### config.mk
export PLATFORM = sky130hd
export DESIGN_NAME = csc_config_regs
export DESIGN_NICKNAME = d
export VERILOG_FILES = /design/src/rtl/csc_sync2.v /design/src/rtl/csc_config_regs.v
export VERILOG_INCLUDE_DIRS = /design/src /design/src/rtl
export SDC_FILE = /design/constraint.sdc
export NUM_CORES = 1
export LEC_CHECK = 0
export ABC_AREA = 1
export BUFFER_PORTS_ARGS = -buffer_cell sky130_fd_sc_hd__buf_2
export CORE_UTILIZATION = 29
export CTS_CLUSTER_DIAMETER = 200
export DETAILED_ROUTE_END_ITERATION = 8
export GPL_TIMING_DRIVEN = 0
export MAX_ROUTING_LAYER = met4
export PLACE_DENSITY = 0.42
export SYNTH_ARGS = -nofsm -noshare
export SYNTH_HDL_FRONTEND = slang
export SYNTH_HIERARCHICAL = 1
export SYNTH_SLANG_ARGS = --single-unit
### constraint.sdc
create_clock -name clk -period 4.1 [get_ports clk]
set_input_delay 0.205 -clock clk [delete_from_list [all_inputs] [get_ports clk]]
set_output_delay 0.205 -clock clk [all_outputs]
set_load 0.02 [all_outputs]
### src/rtl/csc_regs.vh
// Purpose: Constants for the clock synthesizer configuration register block
// Assumes: Registers are reached over the two-wire serial port only
// Notes:   Offsets are register indexes carried in a 16-bit pointer
`ifndef CSC_REGS_VH
`define CSC_REGS_VH

`define CSC_REG_STATUS_IDX   16'h0003
`define CSC_REG_INPUT_IDX    16'h0004
`define CSC_REG_STATUS_RST   16'h0000
`define CSC_REG_INPUT_RST    16'h0000

`define CSC_ST1_REFCLK_BIT   12
`define CSC_ST1_LOSS_BIT     11
`define CSC_ST1_LOCK_BIT     10
`define CSC_ST0_REFCLK_BIT   9
`define CSC_ST0_LOSS_BIT     8
`define CSC_ST0_LOCK_BIT     7
`define CSC_SOFT_RST_BIT     6
`define CSC_SYNC_N_BIT       5
`define CSC_CAL_EN_BIT       4
`define CSC_PS_B_HI          3
`define CSC_PS_B_LO          2
`define CSC_PS_A_HI          1
`define CSC_PS_A_LO          0

`define CSC_SHAPE_HI         15
`define CSC_SHAPE_LO         14
`define CSC_AUTO_MAN_BIT     13
`define CSC_REF_CHOICE_BIT   12
`define CSC_PRI_DIV_HI       11
`define CSC_PRI_DIV_LO       8
`define CSC_SEC_BUF_HI       7
`define CSC_SEC_BUF_LO       6
`define CSC_SEC_EN_BIT       5
`define CSC_PRI_BUF_HI       4
`define CSC_PRI_BUF_LO       3
`define CSC_PRI_EN_BIT       2
`define CSC_SEC_SUP_BIT      1
`define CSC_PRI_SUP_BIT      0

`define CSC_PS_DIV4          2'h0
`define CSC_PS_DIV5          2'h1
`define CSC_PS_DIV6          2'h2
`define CSC_RATIO4           3'h4
`define CSC_RATIO5           3'h5
`define CSC_RATIO6           3'h6
`define CSC_RATIO_RSVD       3'h0

`define CSC_I2C_ADDR_FIXED   5'h15
`define CSC_BITS_PER_BYTE    4'h8
`define CSC_BYTE_SLAVE       3'h0
`define CSC_BYTE_PTR_HI      3'h1
`define CSC_BYTE_PTR_LO      3'h2
`define CSC_BYTE_DATA_HI     3'h3
`define CSC_BYTE_DATA_LO     3'h4
`define CSC_BYTE_EXTRA       3'h5

`endif

### src/rtl/csc_sync2.v
// Purpose: Two-flop synchroniser for asynchronous pin levels
// Assumes: Each bit is an independent level, not a bus value
// Notes:   Only the second flop is visible outside
`default_nettype none

module csc_sync2 #(
  parameter WIDTH = 8
) (
  input  wire             clk,
  input  wire             rst_b,
  input  wire [WIDTH-1:0] async_in,
  output wire [WIDTH-1:0] sync_out
);

  genvar i;
  generate
    for (i = 0; i < WIDTH; i = i + 1) begin : g_bit
      reg meta_q;
      reg sync_q;
      always @(posedge clk or negedge rst_b) begin
        if (!rst_b) begin
          meta_q <= 1'b0;
          sync_q <= 1'b0;
        end else begin
          meta_q <= async_in[i];
          sync_q <= meta_q;
        end
      end
      assign sync_out[i] = sync_q;
    end
  endgenerate

endmodule

`default_nettype wire

### src/rtl/csc_config_regs.v
// Purpose: Status/prescaler and input mux configuration registers with two-wire slave
// Assumes: SCL far slower than clk; pins pass two flops before use
// Notes:   Open-drain SDA: sda_oe_b low pulls the line low
`include "csc_regs.vh"
`default_nettype none

module csc_config_regs (
  input  wire       clk,
  input  wire       rst_b,
  input  wire       scl_in,
  input  wire       sda_in,
  output wire       sda_out,
  output wire       sda_oe_b,
  input  wire       addr_pin1,
  input  wire       addr_pin0,
  input  wire       ref_select_pin,
  input  wire       pll_lock,
  input  wire       ref_loss,
  input  wire       auto_secondary_active,
  output reg        status0_pin,
  output reg        status1_pin,
  output reg        secondary_selected,
  output reg        core_reset_b,
  output reg        divider_sync_n,
  output reg        calibration_enable,
  output reg  [2:0] prescaler_b_ratio,
  output reg  [2:0] prescaler_a_ratio,
  output reg        mux_delay_enable,
  output reg        mux_reshape_enable,
  output reg        input_mux_auto_manual,
  output reg  [4:0] primary_input_divider,
  output reg  [1:0] secondary_buffer_type,
  output reg        secondary_input_enable,
  output reg  [1:0] primary_buffer_type,
  output reg        primary_input_enable,
  output reg        secondary_supply_level,
  output reg        primary_supply_level
);

  localparam [4:0] ST_IDLE = 5'b00001;
  localparam [4:0] ST_RX   = 5'b00010;
  localparam [4:0] ST_ACK  = 5'b00100;
  localparam [4:0] ST_TX   = 5'b01000;
  localparam [4:0] ST_RACK = 5'b10000;

  wire [7:0] pins_s;
  wire       scl_s;
  wire       sda_s;
  wire       refsel_s;
  wire       lock_s;
  wire       loss_s;
  wire       auto_sec_s;
  wire       ad1_s;
  wire       ad0_s;

  csc_sync2 #(
    .WIDTH (8)
  ) u_sync (
    .clk      (clk),
    .rst_b    (rst_b),
    .async_in ({scl_in, sda_in, ref_select_pin, pll_lock, ref_loss,
                auto_secondary_active, addr_pin1, addr_pin0}),
    .sync_out (pins_s)
  );

  assign scl_s      = pins_s[7];
  assign sda_s      = pins_s[6];
  assign refsel_s   = pins_s[5];
  assign lock_s     = pins_s[4];
  assign loss_s     = pins_s[3];
  assign auto_sec_s = pins_s[2];
  assign ad1_s      = pins_s[1];
  assign ad0_s      = pins_s[0];

  reg        scl_q;
  reg        sda_q;
  reg  [4:0] state_q;
  reg  [3:0] bit_cnt_q;
  reg  [7:0] shift_q;
  reg  [2:0] byte_idx_q;
  reg        rw_q;
  reg        mst_ack_q;
  reg        tx_lo_q;
  reg [15:0] ptr_q;
  reg  [7:0] wr_hi_q;
  reg [15:0] stat_reg_q;
  reg [15:0] inp_reg_q;
  reg        sda_oe_b_q;

  wire scl_rise;
  wire scl_fall;
  wire bus_start;
  wire bus_stop;
  wire [15:0] rd_word;
  wire [7:0]  rd_byte;
  wire        addr_hit;

  // Bus lines only change while SCL low, except start and stop
  assign scl_rise  = scl_s & ~scl_q;
  assign scl_fall  = ~scl_s & scl_q;
  assign bus_start = scl_s & scl_q & sda_q & ~sda_s;
  assign bus_stop  = scl_s & scl_q & ~sda_q & sda_s;

  assign rd_word = (ptr_q == `CSC_REG_STATUS_IDX) ? stat_reg_q :
                   (ptr_q == `CSC_REG_INPUT_IDX)  ? inp_reg_q  : 16'h0000;
  assign rd_byte = tx_lo_q ? rd_word[7:0] : rd_word[15:8];

  assign addr_hit = (shift_q[7:1] == {`CSC_I2C_ADDR_FIXED, ad1_s, ad0_s});

  assign sda_out  = 1'b0;
  assign sda_oe_b = sda_oe_b_q;

  always @(posedge clk or negedge rst_b) begin
    if (!rst_b) begin
      scl_q <= 1'b1;
      sda_q <= 1'b1;
    end else begin
      scl_q <= scl_s;
      sda_q <= sda_s;
    end
  end

  always @(posedge clk or negedge rst_b) begin
    if (!rst_b) begin
      state_q    <= ST_IDLE;
      bit_cnt_q  <= 4'h0;
      shift_q    <= 8'h00;
      byte_idx_q <= `CSC_BYTE_SLAVE;
      rw_q       <= 1'b0;
      mst_ack_q  <= 1'b0;
      tx_lo_q    <= 1'b0;
      ptr_q      <= 16'h0000;
      wr_hi_q    <= 8'h00;
      stat_reg_q <= `CSC_REG_STATUS_RST;
      inp_reg_q  <= `CSC_REG_INPUT_RST;
      sda_oe_b_q <= 1'b1;
    end else if (bus_start) begin
      // Repeated start keeps the pointer for a read-back
      state_q    <= ST_RX;
      bit_cnt_q  <= 4'h0;
      byte_idx_q <= `CSC_BYTE_SLAVE;
      tx_lo_q    <= 1'b0;
      sda_oe_b_q <= 1'b1;
    end else if (bus_stop) begin
      state_q    <= ST_IDLE;
      sda_oe_b_q <= 1'b1;
    end else begin
      case (state_q)
        ST_IDLE: begin
          sda_oe_b_q <= 1'b1;
        end
        ST_RX: begin
          if (scl_rise) begin
            shift_q   <= {shift_q[6:0], sda_s};
            bit_cnt_q <= bit_cnt_q + 4'h1;
          end else if (scl_fall && bit_cnt_q == `CSC_BITS_PER_BYTE) begin
            bit_cnt_q <= 4'h0;
            if (byte_idx_q == `CSC_BYTE_SLAVE) begin
              if (addr_hit) begin
                rw_q       <= shift_q[0];
                state_q    <= ST_ACK;
                sda_oe_b_q <= 1'b0;
                byte_idx_q <= `CSC_BYTE_PTR_HI;
              end else begin
                state_q <= ST_IDLE;
              end
            end else if (byte_idx_q == `CSC_BYTE_EXTRA) begin
              // Bytes past one word are refused with a nack
              state_q <= ST_IDLE;
            end else begin
              state_q    <= ST_ACK;
              sda_oe_b_q <= 1'b0;
              byte_idx_q <= byte_idx_q + 3'h1;
              if (byte_idx_q == `CSC_BYTE_PTR_HI) begin
                ptr_q[15:8] <= shift_q;
              end else if (byte_idx_q == `CSC_BYTE_PTR_LO) begin
                ptr_q[7:0] <= shift_q;
              end else if (byte_idx_q == `CSC_BYTE_DATA_HI) begin
                wr_hi_q <= shift_q;
              end else if (ptr_q == `CSC_REG_STATUS_IDX) begin
                stat_reg_q <= {wr_hi_q, shift_q};
              end else if (ptr_q == `CSC_REG_INPUT_IDX) begin
                inp_reg_q <= {wr_hi_q, shift_q};
              end
            end
          end
        end
        ST_ACK: begin
          if (scl_fall) begin
            bit_cnt_q <= 4'h0;
            if (rw_q && byte_idx_q == `CSC_BYTE_PTR_HI) begin
              state_q    <= ST_TX;
              shift_q    <= rd_byte;
              sda_oe_b_q <= rd_byte[7];
            end else begin
              state_q    <= ST_RX;
              sda_oe_b_q <= 1'b1;
            end
          end
        end
        ST_TX: begin
          if (scl_fall) begin
            if (bit_cnt_q == 4'h7) begin
              state_q    <= ST_RACK;
              sda_oe_b_q <= 1'b1;
              bit_cnt_q  <= 4'h0;
              tx_lo_q    <= ~tx_lo_q;
            end else begin
              shift_q    <= {shift_q[6:0], 1'b0};
              sda_oe_b_q <= shift_q[6];
              bit_cnt_q  <= bit_cnt_q + 4'h1;
            end
          end
        end
        ST_RACK: begin
          if (scl_rise) begin
            mst_ack_q <= ~sda_s;
          end else if (scl_fall) begin
            // Master nack ends the read and frees the line
            if (mst_ack_q) begin
              state_q    <= ST_TX;
              shift_q    <= rd_byte;
              sda_oe_b_q <= rd_byte[7];
            end else begin
              state_q <= ST_IDLE;
            end
          end
        end
        default: begin
          state_q    <= ST_IDLE;
          sda_oe_b_q <= 1'b1;
        end
      endcase
    end
  end

  function [2:0] ps_ratio;
    input [1:0] code;
    begin
      case (code)
        `CSC_PS_DIV4: ps_ratio = `CSC_RATIO4;
        `CSC_PS_DIV5: ps_ratio = `CSC_RATIO5;
        `CSC_PS_DIV6: ps_ratio = `CSC_RATIO6;
        default:      ps_ratio = `CSC_RATIO_RSVD;
      endcase
    end
  endfunction

  wire manual_mode;
  wire sel_sec_d;
  wire [2:0] ind_d;

  assign manual_mode = inp_reg_q[`CSC_AUTO_MAN_BIT];
  // choice bit ignored in auto mode
  assign sel_sec_d = manual_mode ? (inp_reg_q[`CSC_REF_CHOICE_BIT] & refsel_s)
                                 : auto_sec_s;
  // auto mode relies on host enabling both inputs
  assign ind_d = {sel_sec_d, loss_s, lock_s};

  always @(posedge clk or negedge rst_b) begin
    if (!rst_b) begin
      status0_pin            <= 1'b0;
      status1_pin            <= 1'b0;
      secondary_selected     <= 1'b0;
      core_reset_b           <= 1'b0;
      divider_sync_n         <= 1'b0;
      calibration_enable     <= 1'b0;
      prescaler_b_ratio      <= `CSC_RATIO4;
      prescaler_a_ratio      <= `CSC_RATIO4;
      mux_delay_enable       <= 1'b0;
      mux_reshape_enable     <= 1'b0;
      input_mux_auto_manual  <= 1'b0;
      primary_input_divider  <= 5'h01;
      secondary_buffer_type  <= 2'h0;
      secondary_input_enable <= 1'b0;
      primary_buffer_type    <= 2'h0;
      primary_input_enable   <= 1'b0;
      secondary_supply_level <= 1'b0;
      primary_supply_level   <= 1'b0;
    end else begin
      status1_pin <= |(ind_d & stat_reg_q[`CSC_ST1_REFCLK_BIT:`CSC_ST1_LOCK_BIT]);
      status0_pin <= |(ind_d & stat_reg_q[`CSC_ST0_REFCLK_BIT:`CSC_ST0_LOCK_BIT]);
      secondary_selected <= sel_sec_d;
      core_reset_b <= stat_reg_q[`CSC_SOFT_RST_BIT];
      divider_sync_n <= stat_reg_q[`CSC_SYNC_N_BIT];
      calibration_enable <= stat_reg_q[`CSC_CAL_EN_BIT];
      prescaler_b_ratio <= ps_ratio(stat_reg_q[`CSC_PS_B_HI:`CSC_PS_B_LO]);
      prescaler_a_ratio <= ps_ratio(stat_reg_q[`CSC_PS_A_HI:`CSC_PS_A_LO]);
      // delay is low bit, reshape high bit
      mux_delay_enable   <= inp_reg_q[`CSC_SHAPE_LO];
      mux_reshape_enable <= inp_reg_q[`CSC_SHAPE_HI];
      input_mux_auto_manual <= manual_mode;
      primary_input_divider <= {1'b0, inp_reg_q[`CSC_PRI_DIV_HI:`CSC_PRI_DIV_LO]} + 5'h01;
      secondary_buffer_type <= inp_reg_q[`CSC_SEC_BUF_HI:`CSC_SEC_BUF_LO];
      // codes 10 and 11 both LVCMOS
      primary_buffer_type <= inp_reg_q[`CSC_PRI_BUF_HI] ? 2'h2
                             : inp_reg_q[`CSC_PRI_BUF_HI:`CSC_PRI_BUF_LO];
      secondary_input_enable <= inp_reg_q[`CSC_SEC_EN_BIT];
      primary_input_enable   <= inp_reg_q[`CSC_PRI_EN_BIT];
      // supply levels, 0 means 1.8 V
      secondary_supply_level <= inp_reg_q[`CSC_SEC_SUP_BIT];
      primary_supply_level   <= inp_reg_q[`CSC_PRI_SUP_BIT];
    end
  end

endmodule

`default_nettype wire

==> flow_summary.json, run 1 <==
{
  "drv_cap": 0,
  "h-tree-depth": 4,
  "synth-seq-cells": 126,
  "syn_avg_cell_area_sq_um": 8.68,
  "path_class": "reg -> reg",
  "synth_top_area_frac": 0.523,
  "insertion_delay_ps": 420,
  "port_buffers": 38,
  "leakagePower_uw": 0.00340,
  "cp.required_ps": 4400,
  "syn_to_final_growth_pct": 22.1,
  "crit_fanout": 10,
  "post_cts_buffers": 0,
  "worst-slew-pin-transition_ps": 517,
  "vias": 4556,
  "die_x_um": 142,
  "final.period_utilization": 0.509,
  "dp_hpwl_mm": 10.8,
  "r2r-start": "byte_idx_q[0]$_DFFE_PN0P_",
  "std_cell_rows": 50,
  "postLayoutCellArea_sq_um": 6950,
  "io_pins": 40,
  "gp_congestion": 0.841,
  "max_freq_ghz": 0.479,
  "p_sw_uw": 797,
  "cts_tree": "built",
  "gr-total-overflow": 0,
  "ys_warn_count": 6,
  "grt_pass1_wl_mm": 24.4,
  "antenna_found_initial": 0,
  "drc_errors": 0,
  "start_util": 0.300,
  "wl_per_cell_um": 15.1,
  "relSlewSlack": 0.655,
  "power_uw": 3160,
  "numCtsBuffers": 17,
  "synth_cells": 656,
  "clock-sinks": 126,
  "synthTopCellsByCount": "199 x nand2_1, 119 x dfrtp_1, 59 x inv_1, 56 x nand3_1, 50 x nor2_1",
  "cellPowerDensity_nw_per_um2": 454,
  "netlist_area_sq_um": 5690,
  "root_buffer": "clkbuf_16",
  "synth_edf_count": 0,
  "finalCriticalPeriod_ps": 2090,
  "synth_async_sr_flop_share": 1.00,
  "grt_pass1_vias": 4423,
  "ys_seq_area_frac": 0.556,
  "clock_path_buffers": 2,
  "switching_share": 0.252,
  "final_layout_size_suffix_gt1_frac": 0.178,
  "finalMaxSlewViolations": 0,
  "viasPerCell": 4.57,
  "core_sq_um": 19000,
  "grtUsageTotal": 0.168,
  "setup_viol": 0,
  "fin_skew_ps": 10.5,
  "p_int_uw": 2360,
  "r2r_slack_ps": 2010,
  "die_h_um": 142,
  "whs_ps": 309,
  "crit_start": "byte_idx_q[0]$_DFFE_PN0P_",
  "synth.most_common_cell": "nand2_1",
  "firstDrtPassIters": 6,
  "drt-total-wl_mm": 15.0,
  "cp_data_arrival_time_ps": 2390,
  "worst_setup_path_end_kind": "flop",
  "path_clk_slew_ps": 60,
  "grt_start_max_net_pins": 75,
  "ant_nets": 0,
  "tns_ps": 0,
  "dpl_cell_area_sq_um": 6240,
  "antenna_cells_inserted": 0,
  "syn_nets": 674,
  "power_frac_seq": 0.416,
  "fin_nets": 741,
  "ys_types": 36,
  "synth_area_leaders": "dfrtp_1 52%, nand2_1 13%, nand3_1 4.9%",
  "status": "completed",
  "pwr-share-clk": 0.494,
  "finalHoldViolations": 0,
  "synth-main-ff-cell": "dfrtp_1",
  "startpoint_type": "flop",
  "drt_iter0_drc": 399,
  "holdCritPathClass": "in -> async",
  "fp.dieArea_sq_um": 20200,
  "yosys.area.top_type": "dfrtp_1",
  "vdd_ir_drop_max_mv": 0.235,
  "combinationalPowerShare": 0.090,
  "rsz0062_at_grt": "false"
}
timing repair:
| item | in CTS | in global routing |
|---|---|---|
| hold endpoints to repair | 55 | 0 |
| hold buffers | 9 | 0 |
| gates resized for setup | 0 | 0 |
state kept, by name, summed over array words and instances (netlist names), 8 cells and up:
| signal | flops |
|---|---|
| u_sync/g_bit.sync_q | 8 |
| u_sync/g_bit.meta_q | 8 |
| stat_reg_q | 16 |
| ptr_q | 16 |
| inp_reg_q | 16 |
| wr_hi_q | 8 |
| shift_q | 8 |
area by class of cell:
| type | count | area [sq um] |
|---|---|---|
| Sequential cell | 126 | 3160 |
| Inverter | 61 | 229 |
| Fill cell | 1947 | 12000 |
| Buffer | 23 | 154 |
| Clock inverter | 11 | 156 |
| Multi-Input combinational cell | 446 | 2150 |
| Clock buffer | 21 | 460 |
| Tap cell | 260 | 325 |
| Timing Repair Buffer | 48 | 314 |
final timing paths:
kind / endpoint / cells past startpoint
hold / removal: primary_input_divider[3]$_DFF_PN0_ / 2
min in group clk: u_sync/g_bit[5].sync_q$_DFF_PN0_ / 0
hold reg to reg: u_sync/g_bit[5].sync_q$_DFF_PN0_ / 0
setup reg to reg: stat_reg_q[12]$_DFFE_PN0P_ / 9
setup / recovery: stat_reg_q[12]$_DFFE_PN0P_ / 9
max in group asynchronous: sda_q$_DFF_PN1_ / 3
power by group through the flow:
stage,Clock (uW),Combinational [uW],Sequential (uW)
after floorplan,0,165,1330
after global placement,0,272,1330
after detailed placement,0,278,1340
after CTS,1600,286,1310
after global routing,1650,320,1320
final,1560,283,1310
critical path, cell delays in order, from the launching register on:
cell and delay, ps:
dfrtp_1 460, inv_1 110, ha_1 250, nand2_4 90, inv_1 120, nor3_1 290
nand4_2 260, buf_6 250, nand2_1 60, o21ai_1 70
layer usage:
metal	vias up	global-route usage	wire [um]
met5	-	-	0
met2	117	0.246	6660
li1	2235	-	-
met1	2187	0.228	7450
met3	17	0.0394	680
met4	0	0.0526	240
layout by cell type, fill, tap and decap left out, drive strengths merged, types with 7 or more instances in the layout:
master / instances
nand2: 206
dfrtp: 119
o21ai: 83
inv: 63
nor2: 61
buf: 60
nand3: 58
clkbuf: 23
dlygate4sd3: 9
ha: 8
dfstp: 7
nand4: 7
metrics by stage:
step           cells  worst slack, ps   util
2_1_floorplan    656             2400      -
3_5_place_dp     955             2030  0.329
6_report         996             2010  0.367
3_3_place_gp     954             1190  0.327
5_1_grt          996             1850  0.367
4_1_cts          996             2010  0.367
logic make-up (layout without fill, tap and decap cells):
logic type | Yosys count | count (layout) | synth area share
flops | 126 | 126 | 0.556
xor+xnor | 4 | 4 | 0.00616
buf+inv | 84 | 164 | 0.0673
fa+ha+maj | 8 | 8 | 0.0176
compound gates | 92 | 92 | 0.0903
other cells | 1 | 1 | 0.000659
simple gates | 338 | 338 | 0.257
mux | 3 | 3 | 0.00528
No activity file was read; power rests on OpenSTA's default activity.
==> run 2, diff against run 1 <==
--- a/config.mk
+++ b/config.mk
@@ -13,7 +13,7 @@
 export DETAILED_ROUTE_END_ITERATION = 8
 export GPL_TIMING_DRIVEN = 0
 export MAX_ROUTING_LAYER = met4
-export PLACE_DENSITY = 0.42
+export PLACE_DENSITY = 0.44
 export SYNTH_ARGS = -nofsm -noshare
 export SYNTH_HDL_FRONTEND = slang
 export SYNTH_HIERARCHICAL = 1
==> constraint.sdc (replaced) <==
create_clock -name clk -period 1.8 [get_ports clk]
set_input_delay 0.09 -clock clk [delete_from_list [all_inputs] [get_ports clk]]
set_output_delay 0.09 -clock clk [all_outputs]
set_load 0.02 [all_outputs]
==> flow_summary.json, run 2 (synthesis results as in run 1) <==
{
  "gr-total-overflow": 0,
  "core_sq_um": 19000,
  "multi_input_area_sq_um": 2460,
  "cts_tree": "built",
  "grt_start_max_net_pins": 70,
  "max_freq_ghz": 0.557,
  "reg2reg_depth": 10,
  "cp.required_ps": 2110,
  "dp_hpwl_mm": 10.4,
  "viasPerCell": 4.51,
  "placed_cells": 955,
  "startpoint_type": "flop",
  "postLayoutCellArea_sq_um": 7600,
  "relSlewSlack": 0.638,
  "critPathSlowestCell": "dfrtp_1",
  "fin_nets": 782,
  "leakagePower_uw": 0.00364,
  "antenna_found_initial": 0,
  "rsz0062_at_grt": "true",
  "num-fill-cells": 1902,
  "path_depth": 10,
  "crit_buf_inv": 3,
  "power_uw": 7010,
  "grt_pass1_vias": 4532,
  "cellPowerDensity_nw_per_um2": 923,
  "r2r-start": "byte_idx_q[1]$_DFFE_PN0P_",
  "drt_iter0_drc": 318,
  "clock-sinks": 126,
  "stdcell_count": 1036,
  "die_x_um": 142,
  "wl_per_cell_um": 14.6,
  "r2r_slack_ps": 4,
  "cp_data_arrival_time_ps": 2100,
  "drt-total-wl_mm": 15.2,
  "grtUsageTotal": 0.163,
  "clock_path_buffers": 2,
  "regArea_sq_um": 3170,
  "vias": 4673,
  "syn_to_final_growth_pct": 33.5,
  "h-tree-depth": 4,
  "finalHoldViolations": 0,
  "path_clk_slew_ps": 60,
  "firstDrtPassIters": 5,
  "crit_start": "byte_idx_q[1]$_DFFE_PN0P_",
  "whs_ps": 208,
  "io_pins": 40,
  "antenna_cells_inserted": 0,
  "r2r_end": "inp_reg_q[8]$_DFFE_PN0P_",
  "vdd_ir_drop_max_mv": 0.623,
  "start_util": 0.300,
  "crit_fanout": 7,
  "fin_skew_ps": 8.92,
  "fp.dieArea_sq_um": 20200,
  "cp_top_family": "simple AND/OR/NAND/NOR gates",
  "finalCriticalPeriod_ps": 1800,
  "root_buffer": "clkbuf_16",
  "ant_nets": 0,
  "port_buffers": 38,
  "final.period_utilization": 0.998,
  "cp_common_cell": "ha_2",
  "layout.cells.most_common_list": "184 x nand2_1, 115 x dfrtp_1, 49 x inv_1",
  "worst_setup_path_end_kind": "flop",
  "drc_errors": 0,
  "status": "completed",
  "insertion_delay_ps": 420,
  "die_h_um": 142,
  "cpPeakStageDelay_ps": 400,
  "mostFrequentLayoutCell": "nand2_1",
  "dpl_cell_area_sq_um": 6240,
  "path_class": "reg -> reg",
  "setup_viol": 0,
  "drv_cap": 0,
  "finalMaxSlewViolations": 0,
  "cp_cell_sequence": "buf_4 > ha_2 > ha_2 > inv_2 > nand3_2 > nor2_4 > nand4_4 > buf_6 > nand2_1 > o21ai_1",
  "worst-slew-pin-transition_ps": 543,
  "reg_top3": "inp_reg_q (16), ptr_q (16), stat_reg_q (16)",
  "gp_congestion": 0.894,
  "holdCritPathClass": "in -> async",
  "grt_pass1_wl_mm": 24.0,
  "final_layout_size_suffix_gt1_frac": 0.299,
  "numCtsBuffers": 17,
  "std_cell_rows": 50
}
run 2: worst reg2reg max path, delay by kind of cell, from the launching register on:
kind            cells  cell delay, ps
simple gates        4             490
compound gates      1              60
buf+inv             3             410
fa+ha+maj           2             330
flops               1             400
run 2: timing repair:
item,CTS,global route
pin swaps,12,26
hold buffers,9,0
cloned,2,1
buffers inserted,11,28
hold endpoints to repair,60,0
gates resized for setup,41,70
setup endpoints to repair,72,73
run 2: cell type report:
type,count,area share
flip-flops and latches,126,0.417
plain buffers,22,0.0234
clock buffers,20,0.0601
inverters,61,0.0319
repair buffers,90,0.0867
multi-input cells,446,0.324
clock inverters,11,0.0143
well taps,260,0.0428
run 2: per-stage QoR:
stage | utilization | setup TNS [ps] | setup slack (ps)
floorplan | - | 0 | 103
global placement | 0.327 | -125010 | -996
detailed placement | 0.329 | -8670 | -222
CTS | 0.375 | -83.2 | -21.2
global route | 0.401 | -2420 | -137
finish | 0.401 | 0 | 3.95
run 2: how the worst max path moves through the flow:
stage | to | slack (ps)
final | inp_reg_q[8]$_DFFE_PN0P_ | 4
after global routing | wr_hi_q[6]$_DFFE_PN0P_ | -140
after CTS | inp_reg_q[10]$_DFFE_PN0P_ | -20
after detailed placement | stat_reg_q[2]$_DFFE_PN0P_ | -220
after global placement | bit_cnt_q[1]$_DFFE_PN0P_ | -1000
after floorplan | stat_reg_q[3]$_DFFE_PN0P_ | 100
run 2: per-layer routing:
metal  vias to the layer above  share of wire  track usage
li1                       2323              -            -
met4                         0          0.016       0.0594
met1                      2234           0.47        0.205
met5                         -              0            -
met2                        95           0.48        0.253
met3                        21          0.036       0.0407
run 2: power breakdown:
group          total, uW  internal, uW  switching (uW)
clock               3270          1980            1290
sequential          2990          2920            68.7
combinational        750           253             498
==> run 3, diff against run 2 <==
--- a/config.mk
+++ b/config.mk
@@ -6,14 +6,15 @@
 export SDC_FILE = /design/constraint.sdc
 export NUM_CORES = 1
 export LEC_CHECK = 0
-export ABC_AREA = 1
 export BUFFER_PORTS_ARGS = -buffer_cell sky130_fd_sc_hd__buf_2
+export CORE_MARGIN = 4
 export CORE_UTILIZATION = 29
 export CTS_CLUSTER_DIAMETER = 200
 export DETAILED_ROUTE_END_ITERATION = 8
 export GPL_TIMING_DRIVEN = 0
 export MAX_ROUTING_LAYER = met4
 export PLACE_DENSITY = 0.44
+export SETUP_SLACK_MARGIN = 0.1
 export SYNTH_ARGS = -nofsm -noshare
 export SYNTH_HDL_FRONTEND = slang
 export SYNTH_HIERARCHICAL = 1
==> flow_summary.json, run 3 <==
{
  "reg2reg_depth": 9,
  "root_buffer": "clkbuf_16",
  "status": "complete, but fails checks",
  "finalHoldViolations": 0,
  "cp_common_cell": "buf_6",
  "synth_mux_area_frac": 0.168,
  "start_util": 0.297,
  "drt-total-wl_mm": 13.7,
  "yosys.area.top_type": "dfrtp_1",
  "die_h_um": 147,
  "final.period_utilization": 1.27,
  "yosys.area_share.simple": 0.124,
  "std_cell_rows": 50,
  "gp_congestion": 0.866,
  "synth_async_sr_flop_share": 1.00,
  "reg_top3": "inp_reg_q (16), ptr_q (16), stat_reg_q (16)",
  "path_clk_slew_ps": 60,
  "grt_pass1_wl_mm": 22.2,
  "setup_viol": 78,
  "firstDrtPassIters": 4,
  "numCtsBuffers": 17,
  "relSlewSlack": 0.560,
  "rsz0062_at_grt": "true",
  "synth_cells": 431,
  "route.met2.wl_mm": 6.64,
  "fin_nets": 560,
  "synth_xor_area_frac": 0.0142,
  "synth_adder_area_share": 0.0180,
  "h-tree-depth": 4,
  "die_x_um": 147,
  "r2r-start": "scl_q$_DFF_PN1_",
  "holdCritPathClass": "in -> async",
  "synth-main-ff-cell": "dfrtp_1",
  "r2r_end": "ptr_q[12]$_DFFE_PN0P_",
  "cp_cell_sequence": "buf_6 > and4b_1 > buf_6 > nor4b_4 > nand3_4 > buf_6 > nor3b_4 > buf_12 > mux2_4",
  "antenna_cells_inserted": 0,
  "mostFrequentLayoutCell": "dfrtp_1",
  "synth_compound_area_frac": 0.0723,
  "dp_slack_ps": -903,
  "tns_ps": -27510,
  "startpoint_type": "flop",
  "syn_avg_cell_area_sq_um": 12.9,
  "synth-seq-cells": 126,
  "critPathSlowestCell": "dfstp_2",
  "core_sq_um": 18800,
  "grtUsageTotal": 0.135,
  "clock-sinks": 126,
  "ys_warn_count": 6,
  "cp.required_ps": 2100,
  "drt_iter0_drc": 225,
  "insertion_delay_ps": 410,
  "gr-total-overflow": 0,
  "layout.cells.most_common_list": "109 x dfrtp_1, 63 x mux2_4, 37 x buf_2",
  "dp_hpwl_mm": 8.64,
  "drv_cap": 0,
  "synth.most_common_cell": "dfrtp_1",
  "path_class": "reg -> reg",
  "cpPeakStageDelay_ps": 360,
  "worst_setup_path_end_kind": "flop",
  "finalCriticalPeriod_ps": 2290,
  "synthTopCellsByCount": "119 x dfrtp_1, 61 x mux2_2, 26 x nand2_1, 22 x nor2_1, 18 x o21ai_0",
  "final_core_util": 0.417,
  "netlist_area_sq_um": 5570,
  "viasPerCell": 4.81,
  "clock_path_buffers": 2,
  "fin_skew_ps": 8.01,
  "highest_layer": "met4",
  "stdcell_count": 789,
  "synth_top_family_by_area": "multiplexers",
  "drt-met1-wl_mm": 6.40,
  "r2r_slack_ps": -490,
  "synth_edf_count": 0,
  "fp.dieArea_sq_um": 21500,
  "cts_tree": "built",
  "grt_start_max_net_pins": 71,
  "syn_nets": 449,
  "num-fill-cells": 1732,
  "whs_ps": 249,
  "finalMaxSlewViolations": 0,
  "cp_data_arrival_time_ps": 2590,
  "placed_cells": 704,
  "violations": "setup timing",
  "vdd_ir_drop_max_mv": 0.628,
  "drc_errors": 0,
  "ys_types": 56,
  "final_layout_size_suffix_gt1_frac": 0.510,
  "leakagePower_uw": 0.00359,
  "vias": 3797,
  "worst-slew-pin-transition_ps": 660,
  "syn_to_final_growth_pct": 40.5,
  "synth_area_leaders": "dfrtp_1 53%, mux2_2 12%, dfstp_2 3.3%",
  "met3_length_um": 520,
  "ys_seq_area_frac": 0.568,
  "ant_nets": 0,
  "antenna_found_initial": 0,
  "io_pins": 40,
  "max_freq_ghz": 0.436,
  "wl_per_cell_um": 17.4,
  "synth_top_area_frac": 0.535,
  "crit_fanout": 9,
  "cellPowerDensity_nw_per_um2": 889,
  "fin_ws_ps": -494,
  "port_buffers": 38,
  "grt_pass1_vias": 3964
}
==> run 3: cell count changes in the layout (fill, tap and decap cells not counted), moves of 13 or more <==
cell     before  now
nand2_1     184   20
mux2_4        0   63
inv_1        49   10
nand3_1      46    8
o21ai_1      36    4
o21ai_0      37    7
nor2_1       39   19
nand2_2      17    4
nor2_4       14    1
==> run 3: what timing repair did <==
| action | in CTS | in global routing |
|---|---|---|
| pin swaps | 24 | 15 |
| resized for setup | 102 | 45 |
| cloned | 1 | 1 |
| hold buffers | 9 | 0 |
| setup endpoints to repair | 79 | 80 |
| hold endpoints to repair | 71 | 0 |
| setup buffers | 33 | 13 |
==> run 3: report_power, final <==
part / switching, uW / internal [uW]
Clock: 1230 / 2170
Combinational: 308 / 253
Sequential: 88.2 / 2910
==> run 3: cells by family (layout without fill, tap and decap cells) <==
family          count (synthesis)  count (layout)
flops                         126             126
xor+xnor                        9               9
mux                            81              81
other cells                     1               1
simple gates                  114             114
fa+ha+maj                       8               8
compound gates                 57              57
buf+inv                        35             159
==> run 3: layout make-up <==
type                       count  area (sq um)  area share
buffer                        20           189      0.0241
tap                          234           293      0.0374
multi-input combinational    270          2730       0.349
sequential                   126          3170       0.406
clock inverter                11           143      0.0182
inverter                      12          45.0     0.00576
clock buffer                  21           440      0.0563
timing repair buffer          95           806       0.103
==> run 3: worst max-delay path: cells and delay by family (launching register included) <==
kind / cells / cell delay [ps]
flip-flops: 1 / 360
buffers and inverters: 4 / 590
multiplexers: 1 / 300
AND/OR/NAND/NOR: 4 / 920
==> run 3: worst max-delay path by stage <==
stage,from,end,slack [ps],cells after the start
5_1_grt,u_sync/g_bit[7].sync_q$_DFF_PN0_,ptr_q[9]$_DFFE_PN0P_,-560,9
6_report,scl_q$_DFF_PN1_,ptr_q[12]$_DFFE_PN0P_,-490,9
3_5_place_dp,state_q[3]$_DFFE_PN0P_,shift_q[5]$_DFFE_PN0P_,-900,7
4_1_cts,u_sync/g_bit[7].sync_q$_DFF_PN0_,inp_reg_q[9]$_DFFE_PN0P_,-540,8
2_1_floorplan,u_sync/g_bit[7].sync_q$_DFF_PN0_,stat_reg_q[10]$_DFFE_PN0P_,-470,8
3_3_place_gp,rst_b,divider_sync_n$_DFF_PN0_,-1010,1
==> run 3: stage by stage <==
stage,area [sq um],power [uW]
CTS,7570,6980
detailed placement,6210,3430
floorplan,5690,3260
finish,7820,6960
global placement,6170,3420
global route,7820,7250
==> run 3: per-layer routing <==
metal	track usage	vias up
met2	0.203	67
met1	0.179	1940
met4	0.0456	0
met5	-	-
met3	0.0351	14
li1	-	1776
